## config.mk

```make
export PLATFORM = sky130hd
export DESIGN_NAME = itb_timer
export DESIGN_NICKNAME = d
export VERILOG_FILES = /design/src/rtl/itb_pkg.sv /design/src/rtl/itb_prescaler.sv /design/src/rtl/itb_timer.sv
export VERILOG_INCLUDE_DIRS = /design/src /design/src/rtl
export SDC_FILE = /design/constraint.sdc
export NUM_CORES = 1
export LEC_CHECK = 0
export BUFFER_PORTS_ARGS = -buffer_cell sky130_fd_sc_hd__buf_4
export CAP_MARGIN = 10
export CORE_MARGIN = 1.5
export CORE_UTILIZATION = 40
export DETAILED_ROUTE_END_ITERATION = 8
export GPL_TIMING_DRIVEN = 0
export RECOVER_POWER = 100
export SLEW_MARGIN = 15
export SYNTH_ARGS = -nofsm -noshare
export SYNTH_HDL_FRONTEND = slang
export SYNTH_SLANG_ARGS = --single-unit
export TNS_END_PERCENT = 100
```

## constraint.sdc

```tcl
create_clock -name i_clk_sys -period 6.9 [get_ports i_clk_sys]
set_input_delay 1.035 -clock i_clk_sys [delete_from_list [all_inputs] [get_ports i_clk_sys]]
set_output_delay 1.035 -clock i_clk_sys [all_outputs]
set_load 0.1 [all_outputs]
```

## src/rtl/itb_map.svh

```systemverilog
`ifndef ITB_MAP_SVH
`define ITB_MAP_SVH

// ---------------------------------------------------------------
// register byte addresses
// ---------------------------------------------------------------
`define ITB_ADDR_MODE 5'h00
`define ITB_ADDR_COUNT 5'h04
`define ITB_ADDR_STATUS 5'h08
`define ITB_ADDR_MASK 5'h0C

// ---------------------------------------------------------------
// field positions and reset values
// ---------------------------------------------------------------
`define ITB_MODE_RSVD_BIT 4
`define ITB_INSEL_CLR_BIT 2
`define ITB_OVF_BIT 0
`define ITB_MODE_RESET 8'h00
`define ITB_CNT_RESET 8'h00
`define ITB_CNT_MAX 8'hFF
`define ITB_STAT_RESET 1'h0
`define ITB_MASK_RESET 1'h0

// ---------------------------------------------------------------
// prescaler taps as log2 of the divide ratio; clock out bits are one below log2 of theirs
// ---------------------------------------------------------------
`define ITB_TAP_S0 13
`define ITB_TAP_S1 12
`define ITB_TAP_S2 11
`define ITB_TAP_S3 9
`define ITB_TAP_S4 8
`define ITB_TAP_S5 7
`define ITB_TAP_S6 5
`define ITB_TAP_S7 3
`define ITB_TAP_W0 7
`define ITB_TAP_W1 6
`define ITB_TAP_W2 5
`define ITB_TAP_W3 2
`define ITB_OUT_BIT_32 4
`define ITB_OUT_BIT_16 3
`define ITB_OUT_BIT_8 2
`define ITB_OUT_BIT_4 1

`endif

```

## src/rtl/itb_pkg.sv

```systemverilog
package itb_pkg;

    typedef struct packed {
        logic [2:0] clkout_select;
        logic reserved;
        logic mode_select;
        logic [2:0] input_select;
    } itb_mode_type;

endpackage : itb_pkg

```

## src/rtl/itb_prescaler.sv

```systemverilog
`timescale 1ns/1ns
module itb_prescaler #(
    parameter int WIDTH = 13
) (
    input wire logic i_clk_sys,
    input wire logic i_arst_n,
    input wire logic i_ce,
    input wire logic i_inc,
    input wire logic i_clr,
    output logic [WIDTH-1:0] o_count
);

    logic [WIDTH-1:0] cnt_d;

    if (WIDTH < 2) begin : g_bad_width
        $error("itb_prescaler: WIDTH must be at least 2");
    end

    // clear wins over increment
    always_comb begin
        cnt_d = o_count;
        if (i_clr) begin
            cnt_d = '0;
        end else if (i_inc) begin
            cnt_d = WIDTH'(o_count + 1'b1);
        end
    end

    always_ff @(posedge i_clk_sys or negedge i_arst_n) begin
        if (!i_arst_n) begin
            o_count <= '0;
        end else if (i_ce) begin
            o_count <= cnt_d;
        end
    end

endmodule : itb_prescaler

```

## src/rtl/itb_timer.sv

```systemverilog
// Design decisions made here: the register offsets and the Avalon-MM interface to the registers.
`timescale 1ns/1ns
`include "itb_map.svh"

module itb_timer
    import itb_pkg::*;
#(
    parameter int PS_WIDTH = 13,
    parameter int PW_WIDTH = 7
) (
    input wire logic i_clk_sys,
    input wire logic i_arst_n,
    input wire logic i_ce,
    input wire logic i_subclk,
    input wire logic i_subactive,
    input wire logic i_pin_out_en,
    input wire logic [4:0] i_avs_address,
    input wire logic i_avs_read,
    input wire logic i_avs_write,
    input wire logic [31:0] i_avs_writedata,
    input wire logic [3:0] i_avs_byteenable,
    output logic [31:0] o_avs_readdata,
    output logic o_avs_waitrequest,
    output logic o_irq,
    output logic o_clkout,
    output logic o_clkout_oe
);

    // ---------------------------------------------------------------
    // elaboration checks
    // ---------------------------------------------------------------
    if (PS_WIDTH < `ITB_TAP_S0 || PS_WIDTH > 16) begin : g_bad_ps
        $error("itb_timer: PS_WIDTH must be 13 to 16");
    end
    if (PW_WIDTH < `ITB_TAP_W0 || PW_WIDTH > 16) begin : g_bad_pw
        $error("itb_timer: PW_WIDTH must be 7 to 16");
    end

    // ---------------------------------------------------------------
    // functions
    // ---------------------------------------------------------------
    // true when the low k bits of a prescaler are all ones
    function automatic logic tap_hit(input logic [15:0] cnt,
                                     input int unsigned k);
        logic [15:0] m;
        m = 16'((17'h0_0001 << k) - 17'h0_0001);
        return &(cnt | ~m);
    endfunction : tap_hit

    // divided clock bit index for a /32, /16, /8, /4 code
    function automatic int unsigned out_bit(input logic [1:0] code);
        int unsigned b;
        b = `ITB_OUT_BIT_32;
        case (code)
            2'h0: b = `ITB_OUT_BIT_32;
            2'h1: b = `ITB_OUT_BIT_16;
            2'h2: b = `ITB_OUT_BIT_8;
            2'h3: b = `ITB_OUT_BIT_4;
            default: b = `ITB_OUT_BIT_32;
        endcase
        return b;
    endfunction : out_bit

    // ---------------------------------------------------------------
    // state
    // ---------------------------------------------------------------
    itb_mode_type mode_q, mode_d;
    logic [7:0] cnt_q, cnt_d;
    logic ovf_q, ovf_d;
    logic ien_q, ien_d;
    logic sub_q, sub_d;
    logic wait_q, wait_d;
    logic [31:0] rdata_q, rdata_d;
    logic irq_q, irq_d;
    logic clkout_q, clkout_d;
    logic oe_q, oe_d;

    logic [PS_WIDTH-1:0] ps_cnt;
    logic [PW_WIDTH-1:0] pw_cnt;
    logic [15:0] ps_ext, pw_ext;
    logic ps_inc, pw_inc, pw_clr, cnt_clr;
    logic tick, req, take_wr, wr_lane;
    int unsigned k;

    assign ps_ext = 16'(ps_cnt);
    assign pw_ext = 16'(pw_cnt);

    // ---------------------------------------------------------------
    // prescalers
    // ---------------------------------------------------------------
    // system prescaler stops with the system clock in subactive
    assign ps_inc = !i_subactive;
    assign pw_inc = i_subclk && !sub_q;
    assign cnt_clr = mode_q.mode_select &&
                     mode_q.input_select[`ITB_INSEL_CLR_BIT];
    assign pw_clr = cnt_clr;

    itb_prescaler #(
        .WIDTH(PS_WIDTH)
    ) u_sys_prescaler (
        .i_clk_sys(i_clk_sys),
        .i_arst_n(i_arst_n),
        .i_ce(i_ce),
        .i_inc(ps_inc),
        .i_clr(1'b0),
        .o_count(ps_cnt)
    );

    itb_prescaler #(
        .WIDTH(PW_WIDTH)
    ) u_subclock_prescaler (
        .i_clk_sys(i_clk_sys),
        .i_arst_n(i_arst_n),
        .i_ce(i_ce),
        .i_inc(pw_inc),
        .i_clr(pw_clr),
        .o_count(pw_cnt)
    );

    // ---------------------------------------------------------------
    // count source selection
    // ---------------------------------------------------------------
    always_comb begin
        k = `ITB_TAP_S0;
        tick = 1'b0;
        if (!mode_q.mode_select) begin
            case (mode_q.input_select)
                3'h0: k = `ITB_TAP_S0;
                3'h1: k = `ITB_TAP_S1;
                3'h2: k = `ITB_TAP_S2;
                3'h3: k = `ITB_TAP_S3;
                3'h4: k = `ITB_TAP_S4;
                3'h5: k = `ITB_TAP_S5;
                3'h6: k = `ITB_TAP_S6;
                3'h7: k = `ITB_TAP_S7;
                default: k = `ITB_TAP_S0;
            endcase
            tick = ps_inc && tap_hit(ps_ext, k);
        end else begin
            case (mode_q.input_select[1:0])
                2'h0: k = `ITB_TAP_W0;
                2'h1: k = `ITB_TAP_W1;
                2'h2: k = `ITB_TAP_W2;
                2'h3: k = `ITB_TAP_W3;
                default: k = `ITB_TAP_W0;
            endcase
            tick = pw_inc && !cnt_clr && tap_hit(pw_ext, k);
        end
    end

    // ---------------------------------------------------------------
    // bus handshake
    // ---------------------------------------------------------------
    // one wait cycle: request seen, then answered on the next edge
    assign req = i_avs_read || i_avs_write;
    assign take_wr = i_avs_write && !wait_q;
    assign wr_lane = take_wr && i_avs_byteenable[0];

    // ---------------------------------------------------------------
    // next state
    // ---------------------------------------------------------------
    always_comb begin
        mode_d = mode_q;
        cnt_d = cnt_q;
        ovf_d = ovf_q;
        ien_d = ien_q;
        sub_d = i_subclk;
        clkout_d = 1'b0;
        oe_d = i_pin_out_en;

        // register writes; the count address takes none
        if (wr_lane) begin
            case (i_avs_address)
                `ITB_ADDR_MODE: begin
                    mode_d = itb_mode_type'(i_avs_writedata[7:0]);
                    mode_d.reserved = 1'b0;
                end
                `ITB_ADDR_STATUS: begin
                    if (i_avs_writedata[`ITB_OVF_BIT]) begin
                        ovf_d = 1'b0;
                    end
                end
                `ITB_ADDR_MASK: begin
                    ien_d = i_avs_writedata[`ITB_OVF_BIT];
                end
                default: begin
                end
            endcase
        end

        // counting; an overflow beats a same-cycle flag clear
        if (cnt_clr) begin
            cnt_d = `ITB_CNT_RESET;
        end else if (tick) begin
            cnt_d = 8'(cnt_q + 8'h01);
            if (cnt_q == `ITB_CNT_MAX) begin
                ovf_d = 1'b1;
            end
        end

        irq_d = ovf_d && ien_d;

        // divided clock output
        if (i_pin_out_en) begin
            if (!mode_q.clkout_select[2]) begin
                if (!i_subactive) begin
                    clkout_d = ps_ext[out_bit(mode_q.clkout_select[1:0])];
                end
            end else begin
                clkout_d = pw_ext[out_bit(mode_q.clkout_select[1:0])];
            end
        end
    end

    // ---------------------------------------------------------------
    // registers
    // ---------------------------------------------------------------
    always_ff @(posedge i_clk_sys or negedge i_arst_n) begin
        if (!i_arst_n) begin
            mode_q <= itb_mode_type'(`ITB_MODE_RESET);
            cnt_q <= `ITB_CNT_RESET;
            ovf_q <= `ITB_STAT_RESET;
            ien_q <= `ITB_MASK_RESET;
            // a subclock already high at release is not taken as an edge
            sub_q <= 1'b1;
            irq_q <= 1'b0;
            clkout_q <= 1'b0;
            oe_q <= 1'b0;
        end else if (i_ce) begin
            mode_q <= mode_d;
            cnt_q <= cnt_d;
            ovf_q <= ovf_d;
            ien_q <= ien_d;
            sub_q <= sub_d;
            irq_q <= irq_d;
            clkout_q <= clkout_d;
            oe_q <= oe_d;
        end
    end

    // ---------------------------------------------------------------
    // bus answer
    // ---------------------------------------------------------------
    always_comb begin
        wait_d = !(req && wait_q);
        rdata_d = rdata_q;
        // read data sampled on the same edge that drops waitrequest
        if (i_avs_read && wait_q) begin
            rdata_d = 32'h0000_0000;
            case (i_avs_address)
                `ITB_ADDR_MODE: begin
                    rdata_d[7:0] = mode_q;
                    rdata_d[`ITB_MODE_RSVD_BIT] = 1'b1;
                end
                `ITB_ADDR_COUNT: begin
                    if (!i_subactive) begin
                        rdata_d[7:0] = cnt_q;
                    end
                end
                `ITB_ADDR_STATUS: begin
                    rdata_d[`ITB_OVF_BIT] = ovf_q;
                end
                `ITB_ADDR_MASK: begin
                    rdata_d[`ITB_OVF_BIT] = ien_q;
                end
                default: begin
                    rdata_d = 32'h0000_0000;
                end
            endcase
        end
    end

    always_ff @(posedge i_clk_sys or negedge i_arst_n) begin
        if (!i_arst_n) begin
            wait_q <= 1'b1;
            rdata_q <= 32'h0000_0000;
        end else if (i_ce) begin
            wait_q <= wait_d;
            rdata_q <= rdata_d;
        end
    end

    // ---------------------------------------------------------------
    // outputs
    // ---------------------------------------------------------------
    assign o_avs_readdata = rdata_q;
    assign o_avs_waitrequest = wait_q;
    assign o_irq = irq_q;
    assign o_clkout = clkout_q;
    assign o_clkout_oe = oe_q;

endmodule : itb_timer

```

==> reports/metrics.csv, run 1 <==
stage;metric;value;unit
status;outcome;complete, but fails checks;
status;violated checks;capacitance limit, slew limit;
global_routing;via count of the first global-routing pass;2551;
finish;antenna diode count;0;
timing;Tmin final;4.014;ns
synth;number of synthesized register bits;50;
synth;Post-synth ARST share;100.0;%
setup_path;type of the worst setup path;flop to flop;
clock_tree;cts hold-fix bufs;0;
synth;sequential area share after synthesis;37.74;%
floorplan;Die Footprint;8860;um2
global_routing;global-route usage over all layers;18.31;%
global_routing;antenna violations before repair;0;
global_routing;pin count of the biggest net entering global routing;51;
floorplan;# IOs;85;
global_routing;global-route wire length before repair;12660;um
place;IO Port Bufs;32;
setup_path;Critical Path Fanout Max;9;
finish;fraction of the core area covered by cells at the end of the flow;46.56;%
clock_tree;post-CTS setup buffer count;0;
detailed_routing;Final ANT Viol Nets;0;
floorplan;core area;8134;um2
clock_tree;# H-tree levels;2;
timing;final hold violation count;0;
timing;crit share post-route;58.17;%
synth;synthesized-area fraction occupied by ao, oa, aoi and oai cells;15.59;%
floorplan;width of the die;94.13;um
setup_path;Critical Path Sink Type;flop;
setup_path;Critical Path Start Type;flop;
pwr;Pwr Density;224.3;nW/um2
timing;transition time of the tightest slew-check pin;2.723;ns
timing;Total Neg Setup Slack;0;ns
place;final RePlAce weighted congestion;0.8542;
synth;adder and majority cell fraction of the synthesized area;5.273;%
detailed_routing;Iteration-0 DRC Markers;155;
clock_tree;clock tree sinks;50;
place;worst slack after detailed placement;3.489;ns
detailed_routing;average wire per standard cell;14.84;um
detailed_routing;DR pass1 iterations;5;
detailed_routing;vias after detailed routing;2691;
job;total of max-cap violations;1;
floorplan;height of the die;94.13;um
timing;Final Slew Violations;51;
finish;proportion of layout cells with a drive suffix above 1;18.40;%
detailed_routing;vias per inst;5.195;
pwr;worst supply voltage drop on vdd;0.1373;mV
synth;number of enable flip-flop cells after synthesis;0;
place;HPWL after detailed placement;5735;um
synth;most numerous cell types in the synthesized netlist;sky130_fd_sc_hd__dfrtp_1, sky130_fd_sc_hd__nand2_1, sky130_fd_sc_hd__buf_4;
synth;Synth Area in Simple Gates;19.55;%
setup_path;WP data required;7.11;ns
clock_tree;clock edge transition at the registers on the reported setup and hold paths;0.09;ns
synth;multiplexer share of the synthesized area;6.930;%
timing;maximum clock frequency;0.2492;GHz
synth;Netlist cell types;61;
timing;unrepaired setup endpoints after global routing;false;
finish;synthesis-to-finish area growth;14.01;%
synth;post-synthesis instance area;3322;um2
timing;final setup skew;0.007788;ns
synth;largest family of logic cells by synthesized area;simple AND/OR/NAND/NOR gates;
synth;synthesized-area fraction occupied by xor and xnor cells;5.009;%
timing;crit path setup slack, layout;2.886;ns
timing;total of endpoints with negative setup slack in the final report;0;
min_path;worst hold-check path type;flop to flop;
clock_tree;number of buffers on the longest clock path;2;
synth;cell types occupying the most area after synthesis;sky130_fd_sc_hd__dfrtp_1, sky130_fd_sc_hd__buf_4, sky130_fd_sc_hd__ha_1;
floorplan;number of cell rows;33;
pwr;Pleak;1.707;nW
detailed_routing;total length of routed wires;7689;um
synth;cell taking the most area after synthesis;sky130_fd_sc_hd__dfrtp_1;
clock_tree;total clock buffers created by CTS;5;
detailed_routing;Post-route DRC;0;
clock_tree;count of cells resized by post-cts repair;0;
finish;Final Net Count;475;
clock_tree;Clock Latency Late Sink;0.31;ns
global_routing;gr ovfl total;0;
synth;cells after synthesis;349;
synth;top flip-flop cell by instance count after synthesis;sky130_fd_sc_hd__dfrtp_1;
clock_tree;CTS tree;built;
setup_path;signal arrival time at the worst endpoint;4.22;ns
floorplan;starting density of the core;40.84;%
synth;most common cell in the synthesized netlist;sky130_fd_sc_hd__dfrtp_1;
synth;number of warnings printed during yosys synthesis;0;
clock_tree;Clk Tree Root Cell;sky130_fd_sc_hd__clkbuf_8;
synth;Post-Syn Area per Cell;9.518;um2
synth;area share of the largest cell type after synthesis;36.16;%
timing;worst max-slew margin expressed relative to the limit;-81.51;%
-- path summary, 6_finish.rpt --
kind | from | to | slack, ns | cells past startpoint
max in group asynchronous | i_arst_n | u_sys_prescaler.o_count[1] | 3.78 | 1
min in group asynchronous | i_arst_n | o_avs_readdata[7] | 1.59 | 1
min reg2reg | u_sys_prescaler.o_count[12] | u_sys_prescaler.o_count[12] | 0.49 | 1
max | mode_q[0] | cnt_q[3] | 2.89 | 13
min | u_sys_prescaler.o_count[12] | u_sys_prescaler.o_count[12] | 0.49 | 1
max reg2reg | mode_q[0] | cnt_q[3] | 2.89 | 13
-- cells by family after synthesis --
kind of cell	Yosys count
DFF	50
muxes	18
AOI/OAI and AO/OA	69
buffers and inverters	49
adders and majority gates	14
xor gates and xnor gates	19
other	2
and+or+nand+nor	128
-- where the power goes --
part	switching, mW	leakage [nW]	internal (mW)
Clock	0.0975	0.0579	0.107
Sequential	0.0528	0.648	0.330
Combinational	0.167	1.00	0.0952
Total	0.317	1.71	0.532
-- per-layer routing --
| metal | vias to the layer above | part of all wire, % | global-route usage (%) |
|---|---|---|---|
| li1 | 1317 | - | - |
| met1 | 1267 | 46 | 25.58 |
| met2 | 97 | 47 | 28.99 |
| met3 | 10 | 5.1 | 2.751 |
| met4 | 0 | 1.4 | 5.970 |
| met5 | - | 0 | 0 |
-- registers in the layout (all words and copies together), names as in the netlist --
signal                        cells
o_irq                             1
sub_q                             1
o_avs_readdata                    8
o_clkout_oe                       1
u_sys_prescaler.o_count          13
u_subclock_prescaler.o_count      7
cnt_q                             8
ovf_q                             1
ien_q                             1
mode_q                            7
o_clkout                          1
o_avs_waitrequest                 1
-- metrics by stage --
step                      hold WS, ns  instance area (um2)  cells  power [mW]
final                          0.4862                 3787    518      0.8496
after global routing           0.5216                 3787    518      0.8967
after CTS                      0.4896                 3892    518      0.8687
after detailed placement       0.4749                 3784    510      0.6605
after global placement         0.4707                 3784    510      0.6568
after floorplan                0.4463                 3412    373      0.5982
-- final cells by class --
cell class | count | area, um2
fillers | 801 | 4347
clock inverters | 3 | 40.04
well taps | 105 | 131.4
multi-input cells | 274 | 1797
flip-flops and latches | 50 | 1254
inverters | 14 | 52.55
plain buffers | 35 | 256.5
clock buffers | 5 | 68.82
repair buffers | 32 | 187.7
-- worst max-delay path, stage by stage (launching register included) --
cell	delay, ns
sky130_fd_sc_hd__dfrtp_1	0.38
sky130_fd_sc_hd__clkbuf_1	0.32
sky130_fd_sc_hd__inv_1	0.23
sky130_fd_sc_hd__ha_1	0.34
sky130_fd_sc_hd__clkbuf_1	0.22
sky130_fd_sc_hd__and2b_2	0.29
sky130_fd_sc_hd__nand2_1	0.06
sky130_fd_sc_hd__ha_1	0.25
sky130_fd_sc_hd__inv_1	0.08
sky130_fd_sc_hd__o221ai_1	0.12
sky130_fd_sc_hd__a2111oi_0	0.38
sky130_fd_sc_hd__nand4_1	0.47
sky130_fd_sc_hd__o31a_1	0.52
sky130_fd_sc_hd__o31ai_1	0.29
-- cells in the final DEF, fill, tap and decap left out, types with 3 or more instances in the layout --
master and instances:
sky130_fd_sc_hd__dfrtp_1 48, sky130_fd_sc_hd__nand2_1 46, sky130_fd_sc_hd__buf_4 40, sky130_fd_sc_hd__conb_1 26
sky130_fd_sc_hd__o21ai_0 22, sky130_fd_sc_hd__clkbuf_1 21, sky130_fd_sc_hd__nor2_1 20, sky130_fd_sc_hd__nand3_1 15
sky130_fd_sc_hd__ha_1 14, sky130_fd_sc_hd__inv_1 13, sky130_fd_sc_hd__xnor2_1 10, sky130_fd_sc_hd__nand4_1 9
sky130_fd_sc_hd__xor2_1 9, sky130_fd_sc_hd__and3_1 8, sky130_fd_sc_hd__mux2i_1 8, sky130_fd_sc_hd__nor3_1 7
sky130_fd_sc_hd__mux2_2 7, sky130_fd_sc_hd__a21oi_1 7, sky130_fd_sc_hd__a22oi_1 6, sky130_fd_sc_hd__clkbuf_8 6
sky130_fd_sc_hd__nand2b_1 6, sky130_fd_sc_hd__o31ai_1 4, sky130_fd_sc_hd__o41ai_1 4, sky130_fd_sc_hd__nor2b_1 3
Note: power is estimated with default switching activity, not from simulation.
==> inputs of run 2 (changes only) <==
PLACE_DENSITY = 0.65   (was not set)
clock period = 3.6 ns   (was 6.9 ns; I/O delays follow)
==> run 2 against run 1 <==
The run still ends with capacitance limit, slew limit left. Total power grew 95%. Sequential cell count is the same. Fmax grew 17%. Global-route usage shrank 0.52 points. Final cell count is the same. Critical path depth is the same. Highest routed layer unchanged.
==> reports/metrics.csv, run 2 (same netlist as run 1, synthesis figures left out) <==
stage;metric;value;unit;change
floorplan;# IOs;85;;unchanged
setup_path;Critical Path Start Type;flop;;
pwr;portion of total power attributed to the clock network;24.4;%;+0.4 points
detailed_routing;Post-route DRC;0;;unchanged
pwr;net switching share of the total power;37.90;%;+0.58 points
setup_path;logic depth of the worst register-to-register path;13;;unchanged
finish;synthesis-to-finish area growth;15.33;%;
finish;flip-flop count of the largest register after layout;13;;unchanged
detailed_routing;vias after detailed routing;2729;;+1.4%
timing;unrepaired setup endpoints after global routing;true;;
setup_path;Critical Path Fanout Max;9;;unchanged
timing;final hold violation count;0;;unchanged
timing;minimum hold slack;0.4520;ns;-0.03425 ns
floorplan;starting density of the core;40.84;%;unchanged
floorplan;width of the die;94.13;um;unchanged
pwr;Pleak;1.716;nW;+0.51%
clock_tree;CTS tree;built;;
detailed_routing;average wire per standard cell;14.49;um;-2.4%
detailed_routing;total length of routed wires;7508;um;-2.4%
timing;total of endpoints with negative setup slack in the final report;0;;unchanged
finish;Final Net Count;475;;unchanged
clock_tree;number of buffers on the longest clock path;2;;unchanged
min_path;worst hold-check path type;primary input to flop;;
floorplan;number of cell rows;33;;unchanged
setup_path;signal arrival time at the worst endpoint;3.68;ns;-0.54 ns
timing;Total Neg Setup Slack;0;ns;unchanged
setup_path;type of the worst setup path;flop to flop;;
finish;most frequent standard cell in the layout excluding fill and tap cells;sky130_fd_sc_hd__dfrtp_1;;
clock_tree;total clock buffers created by CTS;5;;unchanged
setup_path;Critical Path Sink Type;flop;;
global_routing;pin count of the biggest net entering global routing;51;;unchanged
place;final RePlAce weighted congestion;0.8044;;-5.8%
detailed_routing;Iteration-0 DRC Markers;146;;-5.8%
finish;proportion of layout cells with a drive suffix above 1;19.61;%;+1.2 points
global_routing;via count of the first global-routing pass;2499;;-2.0%
finish;antenna diode count;0;;unchanged
timing;Final Slew Violations;51;;unchanged
pwr;worst supply voltage drop on vdd;0.3415;mV;+150%
detailed_routing;DR pass1 iterations;4;;-1
detailed_routing;vias per inst;5.268;;+1.4%
pwr;switching power summed over all nets;0.6264;mW;+98%
timing;maximum clock frequency;0.2906;GHz;+17%
setup_path;WP data required;3.84;ns;-3.27 ns
floorplan;height of the die;94.13;um;unchanged
timing;final setup skew;0.01081;ns;+0.003026 ns
place;Cells after DPL;510;;unchanged
pwr;part of the power in combinational logic;31.0;%;+0.2 points
clock_tree;post-CTS setup buffer count;0;;unchanged
timing;crit share post-route;95.59;%;+37 points
global_routing;global-route usage over all layers;17.79;%;-0.52 points
floorplan;Die Footprint;8860;um2;unchanged
pwr;internal power component;1.026;mW;+93%
finish;most frequent cells in the layout;sky130_fd_sc_hd__dfrtp_1, sky130_fd_sc_hd__nand2_1, sky130_fd_sc_hd__buf_4, sky130_fd_sc_hd__conb_1, sky130_fd_sc_hd__o21ai_0;;
setup_path;setup slack of the most critical reg-to-reg path;0.16;ns;-2.73 ns
setup_path;crit path to;cnt_q[4];;
clock_tree;clock tree sinks;50;;unchanged
timing;transition time of the tightest slew-check pin;2.754;ns;+0.03118 ns
clock_tree;Clk Tree Root Cell;sky130_fd_sc_hd__clkbuf_8;;
place;HPWL after detailed placement;5694;um;-0.72%
finish;filler cell count;784;;-2.1%
timing;Tmin final;3.441;ns;-0.5725 ns
pwr;Pwr Density;431.4;nW/um2;+92%
setup_path;FF-to-FF Start;mode_q[0];;
setup_path;RR Endpoint;cnt_q[4];;
setup_path;crit path from;mode_q[0];;
min_path;source of the worst hold timing path;i_avs_writedata[6];;
pwr;sequential fraction of design power;44.6;%;-0.5 points
global_routing;antenna violations before repair;0;;unchanged
finish;Most flops, register;u_sys_prescaler.o_count;;
clock_tree;clock edge transition at the registers on the reported setup and hold paths;0.10;ns;about the same
status;outcome;complete, but fails checks;;
global_routing;gr ovfl total;0;;unchanged
timing;worst max-slew margin expressed relative to the limit;-83.59;%;-2.1 points
clock_tree;# H-tree levels;2;;unchanged
global_routing;global-route wire length before repair;12290;um;-2.9%
job;total of max-cap violations;1;;unchanged
floorplan;core area;8134;um2;unchanged
place;IO Port Bufs;32;;unchanged
clock_tree;Clock Latency Late Sink;0.31;ns;about the same
status;violated checks;capacitance limit, slew limit;;
detailed_routing;Final ANT Viol Nets;0;;unchanged
finish;Cell Count, Final, Fillers Out;518;;unchanged
run 2: routing by layer:
layer / vias up / share of wire (%) / global-route usage (%)
li1: 1322 / - / -
met1: 1325 / 48 / 25.83
met2: 73 / 46 / 27.05
met3: 9 / 4.3 / 2.427
met4: 0 / 1.3 / 6.095
met5: - / 0 / 0
run 2: worst min-delay path by stage:
stage / cells after the start / to / slack [ns]
after floorplan: 0 / cnt_q[0] / 0.24
after global placement: 2 / o_avs_readdata[4] / 0.47
after detailed placement: 2 / o_avs_readdata[4] / 0.48
after CTS: 1 / ien_q / 0.28
after global routing: 2 / mode_q[7] / 0.45
final: 3 / mode_q[6] / 0.45
run 2: worst max-delay path, stage by stage (launching register included):
cell                        delay (ns)
sky130_fd_sc_hd__dfrtp_1          0.38
sky130_fd_sc_hd__buf_2            0.21
sky130_fd_sc_hd__inv_1            0.16
sky130_fd_sc_hd__ha_1             0.32
sky130_fd_sc_hd__buf_2            0.17
sky130_fd_sc_hd__and2b_2          0.24
sky130_fd_sc_hd__nand2_1          0.06
sky130_fd_sc_hd__ha_1             0.26
sky130_fd_sc_hd__inv_1            0.10
sky130_fd_sc_hd__o221ai_2         0.13
sky130_fd_sc_hd__a2111oi_4        0.38
sky130_fd_sc_hd__nand4_4          0.25
sky130_fd_sc_hd__o41ai_1          0.48
sky130_fd_sc_hd__mux2i_1          0.23
run 2: layout make-up:
class	instances	area, um2	area share, %
multi-input combinational	274	1844	48.14
sequential	50	1254	32.72
buffer	35	249.0	6.499
timing repair buffer	32	187.7	4.899
tap	105	131.4	3.429
clock buffer	5	68.82	1.796
inverter	14	52.55	1.372
clock inverter	3	43.79	1.143
run 2: power by group through the flow:
stage | logic, mW | clock network [mW] | registers, mW
2_1_floorplan | 0.379 | 0 | 0.767
3_3_place_gp | 0.513 | 0 | 0.742
3_5_place_dp | 0.523 | 0 | 0.745
4_1_cts | 0.524 | 0.416 | 0.734
5_1_grt | 0.556 | 0.440 | 0.752
6_report | 0.512 | 0.404 | 0.737
run 2: timing repair:
item,4_1_cts,5_1_grt
resized for setup,0,1
hold buffers,0,0
setup endpoints to repair,0,2
run 2: stage by stage:
stage                     setup slack, ns  utilization (%)  power, mW  cell area, um2
final                              0.1589            47.10      1.653            3831
after global placement             0.2102            46.52      1.255            3784
after detailed placement           0.1537            46.52      1.267            3784
after floorplan                    0.5997                -      1.147            3412
after global routing             -0.01673            47.10      1.748            3831
after CTS                          0.1477            47.90      1.674            3896
